`config.mk`:
```
export PLATFORM = sky130hd
export DESIGN_NAME = mtd_thermal_desc
export DESIGN_NICKNAME = d
export VERILOG_FILES = /design/src/mtd_pkg.sv /design/src/mtd_thermal_desc.sv
export SDC_FILE = /design/constraint.sdc
export NUM_CORES = 2
export LEC_CHECK = 0
export BUFFER_PORTS_ARGS = -buffer_cell sky130_fd_sc_hd__buf_4
export CORE_ASPECT_RATIO = 0.6
export CORE_MARGIN = 4
export CORE_UTILIZATION = 32
export CTS_BUF_LIST = sky130_fd_sc_hd__clkbuf_4 sky130_fd_sc_hd__clkbuf_8
export CTS_CLUSTER_SIZE = 40
export DETAILED_ROUTE_END_ITERATION = 10
export GPL_TIMING_DRIVEN = 1
export SLEW_MARGIN = 20
export SYNTH_ARGS = -nofsm -noshare
export SYNTH_HDL_FRONTEND = slang
export SYNTH_SLANG_ARGS = --single-unit
```
`constraint.sdc`:
```
create_clock -name CLK_I -period 8 [get_ports CLK_I]
set_input_delay 1.6 -clock CLK_I [delete_from_list [all_inputs] [get_ports CLK_I]]
set_output_delay 1.6 -clock CLK_I [all_outputs]
set_load 0.01 [all_outputs]
```
`src/mtd_pkg.sv`:
```
// Purpose: shared constants and types of the module thermal and descriptor slave
// Assumes: 40 MHz system clock, APB register access, serial link sampled by CLK_I
// Notes: serial register pointers and APB offsets are fixed here only
package mtd_pkg;

    // ----------------------------------------------------------------
    // timing
    // ----------------------------------------------------------------
    localparam int unsigned CLK_HZ = 40_000_000;
    localparam int unsigned SCL_MAX_HZ = 1_000_000;
    // fewest system clocks per serial clock period at the top rate
    localparam int unsigned SCL_MIN_CYC = CLK_HZ / SCL_MAX_HZ;

    // ----------------------------------------------------------------
    // serial device addresses (7 bit)
    // ----------------------------------------------------------------
    localparam logic [6:0] SENSOR_DEV_ADDR = 7'h18;
    // descriptor answers on two addresses, bit 0 picks the upper 256 bytes
    localparam logic [6:0] DESC_DEV_ADDR = 7'h50;
    localparam logic [6:0] DESC_DEV_MASK = 7'h7E;

    // ----------------------------------------------------------------
    // sensor register pointers and fields
    // ----------------------------------------------------------------
    localparam logic [7:0] PTR_CFG = 8'h00;
    localparam logic [7:0] PTR_HIGH = 8'h01;
    localparam logic [7:0] PTR_CRIT = 8'h02;
    localparam logic [7:0] PTR_HYST = 8'h03;
    localparam logic [7:0] PTR_TEMP = 8'h04;
    localparam int unsigned CFG_MODE_LSB = 0;
    localparam int unsigned CFG_EVT_EN_BIT = 2;
    localparam int unsigned CFG_CLR_BIT = 3;
    localparam int unsigned CFG_STAT_BIT = 4;
    localparam logic [7:0] HIGH_RST = 8'h50;
    localparam logic [7:0] CRIT_RST = 8'h5F;
    localparam logic [7:0] HYST_RST = 8'h02;
    localparam logic [7:0] TEMP_RST = 8'h00;

    // ----------------------------------------------------------------
    // descriptor map
    // ----------------------------------------------------------------
    localparam int unsigned DESC_BYTES = 512;
    localparam logic [8:0] RSVD_FIRST = 9'h100;
    localparam logic [8:0] RSVD_LAST = 9'h13F;
    localparam logic [8:0] PROT_LAST = 9'h17F;
    localparam logic [7:0] RSVD_FILL = 8'h00;

    // ----------------------------------------------------------------
    // APB map
    // ----------------------------------------------------------------
    localparam logic [7:0] APB_CTRL = 8'h00;
    localparam logic [7:0] APB_IRQ_STAT = 8'h04;
    localparam logic [7:0] APB_IRQ_MASK = 8'h08;
    localparam logic [7:0] APB_TEMP = 8'h0C;
    localparam int unsigned CTRL_SWP_BIT = 0;

    typedef enum logic [1:0] {
        MTD_MODE_INT,
        MTD_MODE_CMP,
        MTD_MODE_CRIT
    } mtd_mode_e;

    // interrupt sources, same layout in status and mask
    typedef struct packed {
        logic refused;
        logic wr_done;
        logic alert;
    } mtd_evt_s;

    typedef struct packed {
        logic evt_en;
        mtd_mode_e mode;
    } mtd_cfg_s;

endpackage : mtd_pkg

```
`src/mtd_thermal_desc.sv`:
```
// Purpose: thermal sensor with open-drain alert and 512-byte descriptor store on a serial slave
// Assumes: SCL/SDA arrive from another domain, temperature samples from on-chip logic
// Notes: serial link sampled by CLK_I, APB gives protection control and interrupts
// What this block does
// - refresh temperature register on every new sample
// - temperature register readable at any time
// - drive active-low open-drain alert output
// - descriptor logic never touches the alert
// - three alert modes: interrupt, comparator, critical-only
// - interrupt mode holds alert until clear written
// - comparator mode releases alert when condition ends
// - critical compare always behaves as comparator
// - critical-only asserts above limit, releases below hysteresis
// - 512 bytes in four 128-byte blocks, the lower three protectable
// - blocks zero and one hold device/module parameters
// - reserved range 100h-13Fh reads zero
// - lower 384 preloaded, upper 128 user data
// - serial slave only, timed by master clock
// - serial clock up to 1 MHz
// - protection refuses writes to bytes 0-383
// - upper 128 bytes always writable
// - descriptor reachable only over serial bus
//
// The APB interface to the registers and the placing of the registers are this design's own decisions.
module mtd_thermal_desc
    import mtd_pkg::*;
(
    input wire logic CLK_I,
    input wire logic RST_I,
    input wire logic SCL_I,
    input wire logic SDA_I,
    output logic SDA_O,
    output logic SDA_OE_O,
    output logic EVENT_N_O,
    output logic EVENT_N_OE_O,
    input wire logic [7:0] TEMP_I,
    input wire logic TEMP_VALID_I,
    input wire logic PSEL_I,
    input wire logic PENABLE_I,
    input wire logic PWRITE_I,
    input wire logic [7:0] PADDR_I,
    input wire logic [31:0] PWDATA_I,
    output logic [31:0] PRDATA_O,
    output logic PREADY_O,
    output logic PSLVERR_O,
    output logic IRQ_O
);

    typedef enum logic [2:0] {
        ST_IDLE,
        ST_ADDR,
        ST_ADDR_ACK,
        ST_RX,
        ST_RX_ACK,
        ST_TX,
        ST_TX_ACK
    } mtd_st_e;

    // ----------------------------------------------------------------
    // serial pin synchronisers and edge detect
    // ----------------------------------------------------------------
    logic [1:0] scl_sync_ff;
    logic [1:0] sda_sync_ff;
    logic scl_d_ff;
    logic sda_d_ff;

    always_ff @(posedge CLK_I or posedge RST_I) begin
        if (RST_I) begin
            scl_sync_ff <= 2'h3;
            sda_sync_ff <= 2'h3;
            scl_d_ff <= 1'b1;
            sda_d_ff <= 1'b1;
        end else begin
            scl_sync_ff <= {scl_sync_ff[0], SCL_I};
            sda_sync_ff <= {sda_sync_ff[0], SDA_I};
            scl_d_ff <= scl_sync_ff[1];
            sda_d_ff <= sda_sync_ff[1];
        end
    end

    wire scl = scl_sync_ff[1];
    wire sda = sda_sync_ff[1];
    // all bus timing follows the master clock edges
    wire scl_rise = scl & ~scl_d_ff;
    wire scl_fall = ~scl & scl_d_ff;
    wire bus_start = scl & scl_d_ff & sda_d_ff & ~sda;
    wire bus_stop = scl & scl_d_ff & ~sda_d_ff & sda;

    // ----------------------------------------------------------------
    // state
    // ----------------------------------------------------------------
    mtd_st_e st_ff;
    logic [3:0] bit_cnt_ff;
    logic [7:0] shift_ff;
    logic [7:0] tx_ff;
    logic rw_ff;
    logic dev_desc_ff;
    logic first_ff;
    logic ack_ok_ff;
    logic sda_oe_ff;
    logic [8:0] addr_ff;
    logic [7:0] ptr_ff;
    mtd_cfg_s cfg_ff;
    logic [7:0] high_ff;
    logic [7:0] crit_ff;
    logic [7:0] hyst_ff;
    logic [7:0] temp_ff;
    logic int_latch_ff;
    logic crit_hold_ff;
    logic alert_ff;
    logic swp_ff;
    mtd_evt_s stat_ff;
    mtd_evt_s mask_ff;
    logic [31:0] prdata_ff;
    logic [7:0] mem [0:DESC_BYTES-1];

    // ----------------------------------------------------------------
    // address match and byte decode
    // ----------------------------------------------------------------
    wire [6:0] rx_dev = shift_ff[7:1];
    wire hit_sensor = (rx_dev == SENSOR_DEV_ADDR);
    wire hit_desc = ((rx_dev & DESC_DEV_MASK) == DESC_DEV_ADDR);
    wire byte_done = (bit_cnt_ff == 4'h8);
    // reserved span reads as fill and takes no write
    wire in_rsvd = (addr_ff >= RSVD_FIRST) && (addr_ff <= RSVD_LAST);
    // lower 384 bytes under protection, upper block never
    wire in_prot = (addr_ff <= PROT_LAST);
    wire wr_refused = in_rsvd | (swp_ff & in_prot);
    wire rx_data = (st_ff == ST_RX) && scl_fall && byte_done && !first_ff;
    wire desc_wr = rx_data && dev_desc_ff && !wr_refused;
    wire desc_ref = rx_data && dev_desc_ff && wr_refused;
    wire sens_wr = rx_data && !dev_desc_ff;
    // clear bit acts only when written as one
    wire clr_evt = sens_wr && (ptr_ff == PTR_CFG) && shift_ff[CFG_CLR_BIT];

    logic [7:0] sens_rd;
    always_comb begin
        case (ptr_ff)
            PTR_CFG: sens_rd = {3'h0, alert_ff, 1'b0, cfg_ff};
            PTR_HIGH: sens_rd = high_ff;
            PTR_CRIT: sens_rd = crit_ff;
            PTR_HYST: sens_rd = hyst_ff;
            PTR_TEMP: sens_rd = temp_ff;
            default: sens_rd = 8'h00;
        endcase
    end

    // descriptor reads through the serial bus only
    wire [7:0] desc_rd = in_rsvd ? RSVD_FILL : mem[addr_ff];
    wire [7:0] rd_byte = dev_desc_ff ? desc_rd : sens_rd;

    // ----------------------------------------------------------------
    // serial slave sequencer
    // ----------------------------------------------------------------
    always_ff @(posedge CLK_I or posedge RST_I) begin
        if (RST_I) begin
            st_ff <= ST_IDLE;
            bit_cnt_ff <= 4'h0;
            shift_ff <= 8'h00;
            tx_ff <= 8'h00;
            rw_ff <= 1'b0;
            dev_desc_ff <= 1'b0;
            first_ff <= 1'b0;
            ack_ok_ff <= 1'b0;
            sda_oe_ff <= 1'b0;
            addr_ff <= 9'h000;
            ptr_ff <= PTR_TEMP;
        end else if (bus_stop) begin
            st_ff <= ST_IDLE;
            sda_oe_ff <= 1'b0;
        end else if (bus_start) begin
            st_ff <= ST_ADDR;
            bit_cnt_ff <= 4'h0;
            first_ff <= 1'b1;
            sda_oe_ff <= 1'b0;
        end else begin
            case (st_ff)
                ST_ADDR, ST_RX: begin
                    if (scl_rise) begin
                        shift_ff <= {shift_ff[6:0], sda};
                        bit_cnt_ff <= bit_cnt_ff + 4'h1;
                    end else if (scl_fall && byte_done) begin
                        bit_cnt_ff <= 4'h0;
                        if (st_ff == ST_RX) begin
                            st_ff <= ST_RX_ACK;
                            sda_oe_ff <= 1'b1;
                            first_ff <= 1'b0;
                            if (first_ff && dev_desc_ff) begin
                                addr_ff[7:0] <= shift_ff;
                            end else if (first_ff) begin
                                ptr_ff <= shift_ff;
                            end else if (dev_desc_ff) begin
                                addr_ff <= addr_ff + 9'h001;
                            end
                        end else if (hit_sensor || hit_desc) begin
                            st_ff <= ST_ADDR_ACK;
                            sda_oe_ff <= 1'b1;
                            rw_ff <= shift_ff[0];
                            dev_desc_ff <= hit_desc;
                            if (hit_desc) begin
                                addr_ff[8] <= shift_ff[1];
                            end
                        end else begin
                            st_ff <= ST_IDLE;
                        end
                    end
                end
                ST_ADDR_ACK, ST_RX_ACK: begin
                    if (scl_fall) begin
                        bit_cnt_ff <= 4'h0;
                        if (st_ff == ST_ADDR_ACK && rw_ff) begin
                            st_ff <= ST_TX;
                            tx_ff <= rd_byte;
                            sda_oe_ff <= ~rd_byte[7];
                            if (dev_desc_ff) begin
                                addr_ff <= addr_ff + 9'h001;
                            end
                        end else begin
                            st_ff <= ST_RX;
                            sda_oe_ff <= 1'b0;
                        end
                    end
                end
                ST_TX: begin
                    if (scl_rise) begin
                        bit_cnt_ff <= bit_cnt_ff + 4'h1;
                    end else if (scl_fall && bit_cnt_ff == 4'h8) begin
                        st_ff <= ST_TX_ACK;
                        sda_oe_ff <= 1'b0;
                    end else if (scl_fall) begin
                        tx_ff <= {tx_ff[6:0], 1'b0};
                        sda_oe_ff <= ~tx_ff[6];
                    end
                end
                ST_TX_ACK: begin
                    if (scl_rise) begin
                        ack_ok_ff <= ~sda;
                    end else if (scl_fall && ack_ok_ff) begin
                        st_ff <= ST_TX;
                        bit_cnt_ff <= 4'h0;
                        tx_ff <= rd_byte;
                        sda_oe_ff <= ~rd_byte[7];
                        if (dev_desc_ff) begin
                            addr_ff <= addr_ff + 9'h001;
                        end
                    end else if (scl_fall) begin
                        st_ff <= ST_IDLE;
                    end
                end
                default: begin
                    st_ff <= ST_IDLE;
                    sda_oe_ff <= 1'b0;
                end
            endcase
        end
    end

    // ----------------------------------------------------------------
    // descriptor array, filled over the serial bus
    // ----------------------------------------------------------------
    // contents hold across reset; the lower 384 bytes are loaded in
    // production and protected, 180h-1FFh stay for the user
    always_ff @(posedge CLK_I) begin
        if (desc_wr) begin
            mem[addr_ff] <= shift_ff;
        end
    end

    // ----------------------------------------------------------------
    // sensor registers
    // ----------------------------------------------------------------
    always_ff @(posedge CLK_I or posedge RST_I) begin
        if (RST_I) begin
            cfg_ff <= '{evt_en: 1'b0, mode: MTD_MODE_INT};
            high_ff <= HIGH_RST;
            crit_ff <= CRIT_RST;
            hyst_ff <= HYST_RST;
            temp_ff <= TEMP_RST;
        end else begin
            if (TEMP_VALID_I) begin
                temp_ff <= TEMP_I;
            end
            if (sens_wr) begin
                case (ptr_ff)
                    PTR_CFG: cfg_ff <= shift_ff[CFG_EVT_EN_BIT:CFG_MODE_LSB];
                    PTR_HIGH: high_ff <= shift_ff;
                    PTR_CRIT: crit_ff <= shift_ff;
                    PTR_HYST: hyst_ff <= shift_ff;
                    default: ;
                endcase
            end
        end
    end

    // ----------------------------------------------------------------
    // alert decision
    // ----------------------------------------------------------------
    wire above_high = (temp_ff > high_ff);
    wire above_crit = (temp_ff > crit_ff);
    wire [8:0] temp_plus_hyst = {1'b0, temp_ff} + {1'b0, hyst_ff};
    wire below_rel = (temp_plus_hyst < {1'b0, crit_ff});

    logic alert_lvl;
    always_comb begin
        case (cfg_ff.mode)
            MTD_MODE_INT: alert_lvl = int_latch_ff | crit_hold_ff;
            MTD_MODE_CMP: alert_lvl = above_high | crit_hold_ff;
            MTD_MODE_CRIT: alert_lvl = crit_hold_ff;
            default: alert_lvl = 1'b0;
        endcase
    end

    always_ff @(posedge CLK_I or posedge RST_I) begin
        if (RST_I) begin
            int_latch_ff <= 1'b0;
            crit_hold_ff <= 1'b0;
            alert_ff <= 1'b0;
        end else begin
            // a new excursion wins over a clear in the same cycle
            int_latch_ff <= above_high | (int_latch_ff & ~clr_evt);
            if (above_crit) begin
                crit_hold_ff <= 1'b1;
            end else if (below_rel) begin
                crit_hold_ff <= 1'b0;
            end
            alert_ff <= alert_lvl & cfg_ff.evt_en;
        end
    end

    // open drain: the pin is only ever pulled low
    assign EVENT_N_O = 1'b0;
    assign EVENT_N_OE_O = alert_ff;
    assign SDA_O = 1'b0;
    assign SDA_OE_O = sda_oe_ff;

    // ----------------------------------------------------------------
    // APB slave, zero wait states
    // ----------------------------------------------------------------
    wire apb_setup = PSEL_I & ~PENABLE_I;
    wire apb_acc = PSEL_I & PENABLE_I;
    wire sel_ctrl = (PADDR_I == APB_CTRL);
    wire sel_stat = (PADDR_I == APB_IRQ_STAT);
    wire sel_mask = (PADDR_I == APB_IRQ_MASK);
    wire sel_temp = (PADDR_I == APB_TEMP);
    wire apb_hit = sel_ctrl | sel_stat | sel_mask | sel_temp;
    wire apb_wr = apb_acc & PWRITE_I;
    wire [2:0] stat_clr = (apb_wr & sel_stat) ? PWDATA_I[2:0] : 3'h0;
    wire alert_rise = alert_lvl & cfg_ff.evt_en & ~alert_ff;
    wire [2:0] evt_new = {desc_ref, desc_wr, alert_rise};

    logic [31:0] rd_mux;
    always_comb begin
        rd_mux = 32'h0000_0000;
        if (sel_ctrl) begin
            rd_mux[CTRL_SWP_BIT] = swp_ff;
        end else if (sel_stat) begin
            rd_mux[2:0] = stat_ff;
        end else if (sel_mask) begin
            rd_mux[2:0] = mask_ff;
        end else if (sel_temp) begin
            rd_mux[7:0] = temp_ff;
        end
    end

    always_ff @(posedge CLK_I or posedge RST_I) begin
        if (RST_I) begin
            swp_ff <= 1'b0;
            stat_ff <= '0;
            mask_ff <= '0;
            prdata_ff <= 32'h0000_0000;
        end else begin
            // events set, a one written clears, set wins
            stat_ff <= evt_new | (stat_ff & ~stat_clr);
            if (apb_wr && sel_ctrl) begin
                swp_ff <= PWDATA_I[CTRL_SWP_BIT];
            end
            if (apb_wr && sel_mask) begin
                mask_ff <= PWDATA_I[2:0];
            end
            if (apb_setup && !PWRITE_I) begin
                prdata_ff <= rd_mux;
            end
        end
    end

    assign PRDATA_O = prdata_ff;
    assign PREADY_O = 1'b1;
    assign PSLVERR_O = apb_acc & ~apb_hit;
    assign IRQ_O = |(stat_ff & mask_ff);

endmodule : mtd_thermal_desc

```
Word-level counts from Yosys, hierarchy flattened --
Memories as Yosys holds them, arrays and structs flattened. Cells that the tools add are included.
Word-level totals: input port bits 56, memories kept 1, bits in writable memories 4096, register bits 103
Memories:
- mem | depth 512, width 8, rd ports 1, clocked after memory_dff 0, wr ports 1, line mtd_thermal_desc.sv:115 | logic [7:0] mem [0:DESC_BYTES-1];
Cells by class: bitwise logic cells 42, reduce and logical (&&, ||, !) cells 50, equal/unequal tests 49, muxes and demuxes 80, order comparisons 6, $add $sub $neg 3
Operators with widths (count):
- $mux 9 | 8
- $mux 7 | 8
- $mux 3 | 15
- $mux 8 | 5
- $pmux 8 s5 | 1
- $ne 4x4->1 const B | 8
- $mux 4 | 7
- $mux 1 | 27
- $ne 3x3->1 const B | 9
- $pmux 9 s3 | 1
- $pmux 7 s3 | 1
- $reduce_and 7->1 | 3
- $ne 2x2->1 const B | 10
- $le 9x9->1 const B | 2
- $logic_and 1x1->1 | 17
- $and 1x1->1 | 16
- $eq 8x2->1 const B | 2
- $eq 8x3->1 const B | 2
- $eq 8x4->1 const B | 2
- $gt 8x8->1 | 2
- $logic_not 8->1 | 2
- $pmux 4 s4 | 1
- $reduce_and 8->1 | 2
- $ne 5x5->1 const B | 3
- 39 further kinds | 76

Depth between registers and ports, before layout --
word-level depth 11, depth in mapped cells 15, mapped depth without buffers 12

Worst setup path before layout --
No wires, ideal clock.
path type register to register, start point reg shift_ff[1], end point reg sda_oe_ff, in the netlist SDA_OE_O, data arrival time 8.053 ns, path buffers 1, required time 7.906 ns, path slack -0.146 ns, stages on the path, launching flop included 9, library setup time 0.094 ns, path through dfrtp_1 -> buf_2 -> or3b_2 -> a21oi_1 -> o32ai_1 -> o21ai_0 -> nand3_1 -> a211oi_1 -> a211oi_1
On the way: cells in the longest elaborated chain, start to end 4
RTL lines:
- start, declared | line mtd_thermal_desc.sv:94 | logic [7:0] shift_ff;
- start signal, assigned | line mtd_thermal_desc.sv:180 | shift_ff <= {shift_ff[6:0], sda};
- $eq 7x5->1 | line mtd_thermal_desc.sv:121 | wire hit_sensor = (rx_dev == SENSOR_DEV_ADDR);
- $logic_or 1x1->1 | line mtd_thermal_desc.sv:195 | end else if (hit_sensor || hit_desc) begin
- $ne 5x5->1 (no line)
- $reduce_and 8->1 (no line)
- end signal, assigned | line mtd_thermal_desc.sv:214 | sda_oe_ff <= ~rd_byte[7];
- end signal, assigned | line mtd_thermal_desc.sv:232 | sda_oe_ff <= ~tx_ff[6];
- end signal, assigned | line mtd_thermal_desc.sv:242 | sda_oe_ff <= ~rd_byte[7];
- end, declared | line mtd_thermal_desc.sv:100 | logic sda_oe_ff;
No other way between the ends. A chain may end at the register's enable or synchronous reset.

Worst setup path in the final report --
start point reg addr_ff[5], end point reg tx_ff[0]
On the way: cells in the longest elaborated chain, start to end 7
RTL lines:
- start, declared | line mtd_thermal_desc.sv:101 | logic [8:0] addr_ff;
- start signal, assigned | line mtd_thermal_desc.sv:189 | addr_ff[7:0] <= shift_ff;
- start signal, assigned | line mtd_thermal_desc.sv:193 | addr_ff <= addr_ff + 9'h001;
- start signal, assigned | line mtd_thermal_desc.sv:216 | addr_ff <= addr_ff + 9'h001;
- parallel branches: the longest is 2 deep, another holds $mem_v2 512x8
- $mux 8 * | line mtd_thermal_desc.sv:149 | wire [7:0] desc_rd = in_rsvd ? RSVD_FILL : mem[addr_ff];
- $mux 8 * | line mtd_thermal_desc.sv:150 | wire [7:0] rd_byte = dev_desc_ff ? desc_rd : sens_rd;
- $mux 7 (on tied branches) | line mtd_thermal_desc.sv:238, mtd_thermal_desc.sv:211
- $mux 7 (on tied branches) | line mtd_thermal_desc.sv:236, mtd_thermal_desc.sv:209
- $pmux 7 s3 * | line mtd_thermal_desc.sv:177 | case (st_ff)
- end signal, assigned | line mtd_thermal_desc.sv:213 | tx_ff <= rd_byte;
- end signal, assigned | line mtd_thermal_desc.sv:231 | tx_ff <= {tx_ff[6:0], 1'b0};
- end signal, assigned | line mtd_thermal_desc.sv:241 | tx_ff <= rd_byte;
- end, declared | line mtd_thermal_desc.sv:95 | logic [7:0] tx_ff;
Mark *: on every way between the ends. The select of a mux whose other input is x is not followed.

==> summary.md <==
| Metric | Value |
|---|---|
| Net Sw Frac | 0.2368 |
| Number of buffers inserted by hold repair at cts | 0 |
| Post-CTS sizing | 0 |
| Routed vias/inst | 5.475 |
| Final WS setup | between 2 and 2.5 ns |
| Status | completed |
| PortBufs | 38 |
| Number of synthesized flops with an enable pin | ~4100 |
| Slowest CP cell | nor4b_2 |
| RSZ-0062 raised after global routing | no |
| Area growth syn-to-layout | 12.92% |
| Clock power share | 0.355 |
| Initial antenna violation count | 53 |
| Synth Register Bits | ~4200 |
| Maximum clock path buffer count | 4 |
| Antenna viol nets, final | 0 |
| Critical Path End Type | flip-flop |
| Clk slew on worst S/H paths | 0.07 ns |
| CP Max Fanout | 27 |
| Vias in the first global route | 85150 |
| Pre-antenna DRT Iters | 7 |
| Nets | slightly below 9000 |
| DRC viols | 0 |
| Layout cells sized above 1 | 0.2428 |
| Largest net degree at the start of global routing | 221 |
| Placed cells | around 15000 |
| Async set-reset flop share out of synthesis | 0.02453 |
| Chip width | a little over 900 um |
| Synthesized cell area | 164100 um^2 |
| Final worst path period share | 0.7351 |
| Non-Filler Instances | between 15000 and 20000 |
| Slowest stage delay, CP | 1.10 ns |
| Hold Path Origin | scl_sync_ff[0]$_DFF_PP1_ |
| Wire length per cell | between 30 and 40 um |
| R2r setup slk | 2.12 ns |
| Worst slew pin tran | 1.317 ns |
| FF-to-FF path depth | 10 |
| Required time worst endpoint | 8.90 ns |
| Final hold vios | 0 |
| Placeable Area | 510300 um^2 |
| WP data arrival | 6.78 ns |
| CP Cell Sequence | buf_4 -> buf_4 -> nor2b_2 -> buf_4 -> nand2_1 -> nor2b_1 -> a21oi_1 -> nand4_1 -> nor4b_2 -> a22oi_1 |
| Max_cap viols | 0 |
| Synthesis Warnings | 0 |
| CTS H-Tree Depth | 6 |
| Worst VDD drop | 286.8 uV |
| Delay-heaviest family, CP | simple AND/OR/NAND/NOR gates |
| Max-slew headroom | 0.1148 |
| WP depth | 10 |
| Root cell of the clock tree | clkbuf_8 |
| Cell Rows | 203 |
| GRT overflow | 0 |
| Power share of the combinational group | 0.053 |
| Area leader, netlist | edfxtp_1 |
| Worst slack at placement | 2.265 ns |
| Area contributors post-synth | edfxtp_1 (75%), mux4_2 (13%), mux2i_1 (1.6%) |
| Total Neg Setup Slack | 0 ns |
| Cells after Synth | ~8000 |
| Net Sw Power | roughly 0.011 W |
| Pwr/cell area | 245.1 nW/um^2 |
| Skew final | 0.06264 ns |
| Critical path type | reg2reg |
| Placer Congestion | ~0.87 |
| DIE AREA | roughly 520000 um^2 |
| Crit start category | flip-flop |
| Clock sink count | 4199 |
| DP HPWL | roughly 300 mm |
| Final wirelength | between 400 and 500 mm |
| Most numerous cell in the Yosys netlist | edfxtp_1 |
| Global-route wire length before repair | 670.5 mm |
| Min-Delay Path Class | reg2reg |
| Mean Syn Cell Area | 20.60 um^2 |
| Crit Reg-Reg Startpoint | addr_ff[5]$_DFFE_PP0P_ |
| Seq/Total Area, Yosys | 0.7655 |
| Crit path from | addr_ff[5]$_DFFE_PP0P_ |
| Crit path to | tx_ff[0]$_DFFE_PP0P_ |
| Pins Over Slew Limit | 0 |
| Worst R2R End | tx_ff[0]$_DFFE_PP0P_ |
| Initial DRC count | approximately 15000 |
| Num ports | 95 |
| Sequential Power Share | 0.592 |
| Share of the synthesized area in the top cell type | 0.7496 |
| Fin crit period | 5.881 ns |
| Global Route Usage Sum | 0.1788 |
| CTS tree | done |
| Worst-Skew Late Latency | 1.08 ns |
| Util after Layout | 0.3631 |
| Die Ht | 562.7 um |
| LEAKAGE | around 57 nW |
| CTS Buf Count | ~570 |
| Post-CTS Setup Inserts | 0 |
| Synth Flop Type | edfxtp_1 |
| Top cell by count, worst path | buf_4 |
| Internal power | between 0.03 and 0.04 W |
| Final setup fails | 0 |
| Worst path bufs/invs | 3 |
| Vias | 87650 |
| FMAX | 170.0 MHz |
| Initial Util | 0.3215 |
| Post-synth top cells | edfxtp_1 (4096), mux4_2 (946), nor2_1 (550) |
| Unique cell type count in the Yosys netlist | 86 |
==> metrics by stage <==
stage	hold slack [ns]	power (W)	area (um^2)
2_1_floorplan	0.3452	0.02913	166000
3_3_place_gp	0.3493	0.02946	174500
3_5_place_dp	0.3499	0.02975	174500
4_1_cts	0.3596	0.04554	185100
5_1_grt	0.3649	0.04684	185200
6_report	0.3586	0.04540	185300
==> layer usage <==
metal	GRT usage	part of all wire
met5	0.003507	0.00048
met4	0.04136	0.022
met2	0.2369	0.40
met1	0.2645	0.41
met3	0.08268	0.16
==> placed cells by master, fill, tap and decap left out, types with 27 or more instances in the layout <==
master and count:
buf_4 237, o21ai_0 68, mux2i_1 259, a22o_1 31, a22oi_1 209, nand4_1 27
ha_1 37, nand3_1 71, conb_1 515, nor2_1 542, mux2_2 59, buf_12 30
a221oi_1 43, clkbuf_4 175, diode_2 37, nor3_1 32, o22ai_1 106, dfrtp_1 70
clkbuf_8 582, clkinv_2 42, inv_1 33, nand2_1 247, mux4_2 946, a21oi_1 122
clkinv_1 116, edfxtp_1 4096
==> cell type report <==
cell class	instances	area, um^2
Clock buffer	756	9316
Inverter	37	148.9
Timing Repair Buffer	271	2437
Tap cell	6765	8464
Multi-Input combinational cell	3738	37900
Antenna cell	37	92.59
Clock inverter	205	1267
Sequential cell	4199	125600
Fill cell	46410	325000
==> power by group through the flow <==
stage | combinational (W) | sequential (W) | clock (W)
after floorplan | 0.000360 | 0.0288 | 0
after global placement | 0.00217 | 0.0273 | 0
after detailed placement | 0.00238 | 0.0274 | 0
after CTS | 0.00237 | 0.0269 | 0.0163
after global routing | 0.00258 | 0.0269 | 0.0173
final | 0.00240 | 0.0269 | 0.0161
==> sequential cells by signal, indices dropped and copies added, names as in the netlist, 2 cells and up <==
signal and count:
PRDATA_O 8, addr_ff 9, bit_cnt_ff 4, cfg_ff 3
crit_ff 8, high_ff 8, hyst_ff 8, mask_ff 3
mem 4096, ptr_ff 8, scl_sync_ff 2, sda_sync_ff 2
shift_ff 8, st_ff 3, stat_ff 3, temp_ff 8
tx_ff 7
==> worst min-delay path by stage <==
stage                     slack [ns]                       end  cells after the start
after floorplan                 0.35  scl_sync_ff[1]$_DFF_PP1_                      0
after global placement          0.35  sda_sync_ff[1]$_DFF_PP1_                      0
after detailed placement        0.35  scl_sync_ff[1]$_DFF_PP1_                      0
after CTS                       0.36  scl_sync_ff[1]$_DFF_PP1_                      0
after global routing            0.36  scl_sync_ff[1]$_DFF_PP1_                      0
final                           0.36  scl_sync_ff[1]$_DFF_PP1_                      0
==> cell families (layout without fill, tap and decap cells) <==
| kind of cell | count (synthesis) | in the layout | synth area share |
|---|---|---|---|
| DFF | 4199 | 4199 | 0.7655 |
| muxes | 1277 | 1277 | 0.1506 |
| and+or+nand+nor | 1091 | 1091 | 0.02877 |
| AOI/OAI and AO/OA | 809 | 809 | 0.03441 |
| buffers and inverters | 540 | 1269 | 0.01735 |
| adders and majority gates | 38 | 38 | 0.002943 |
| xor gates and xnor gates | 8 | 8 | 0.0004271 |
| other | 2 | 552 | 0.00004577 |
Power figures use the tool's default switching activity.
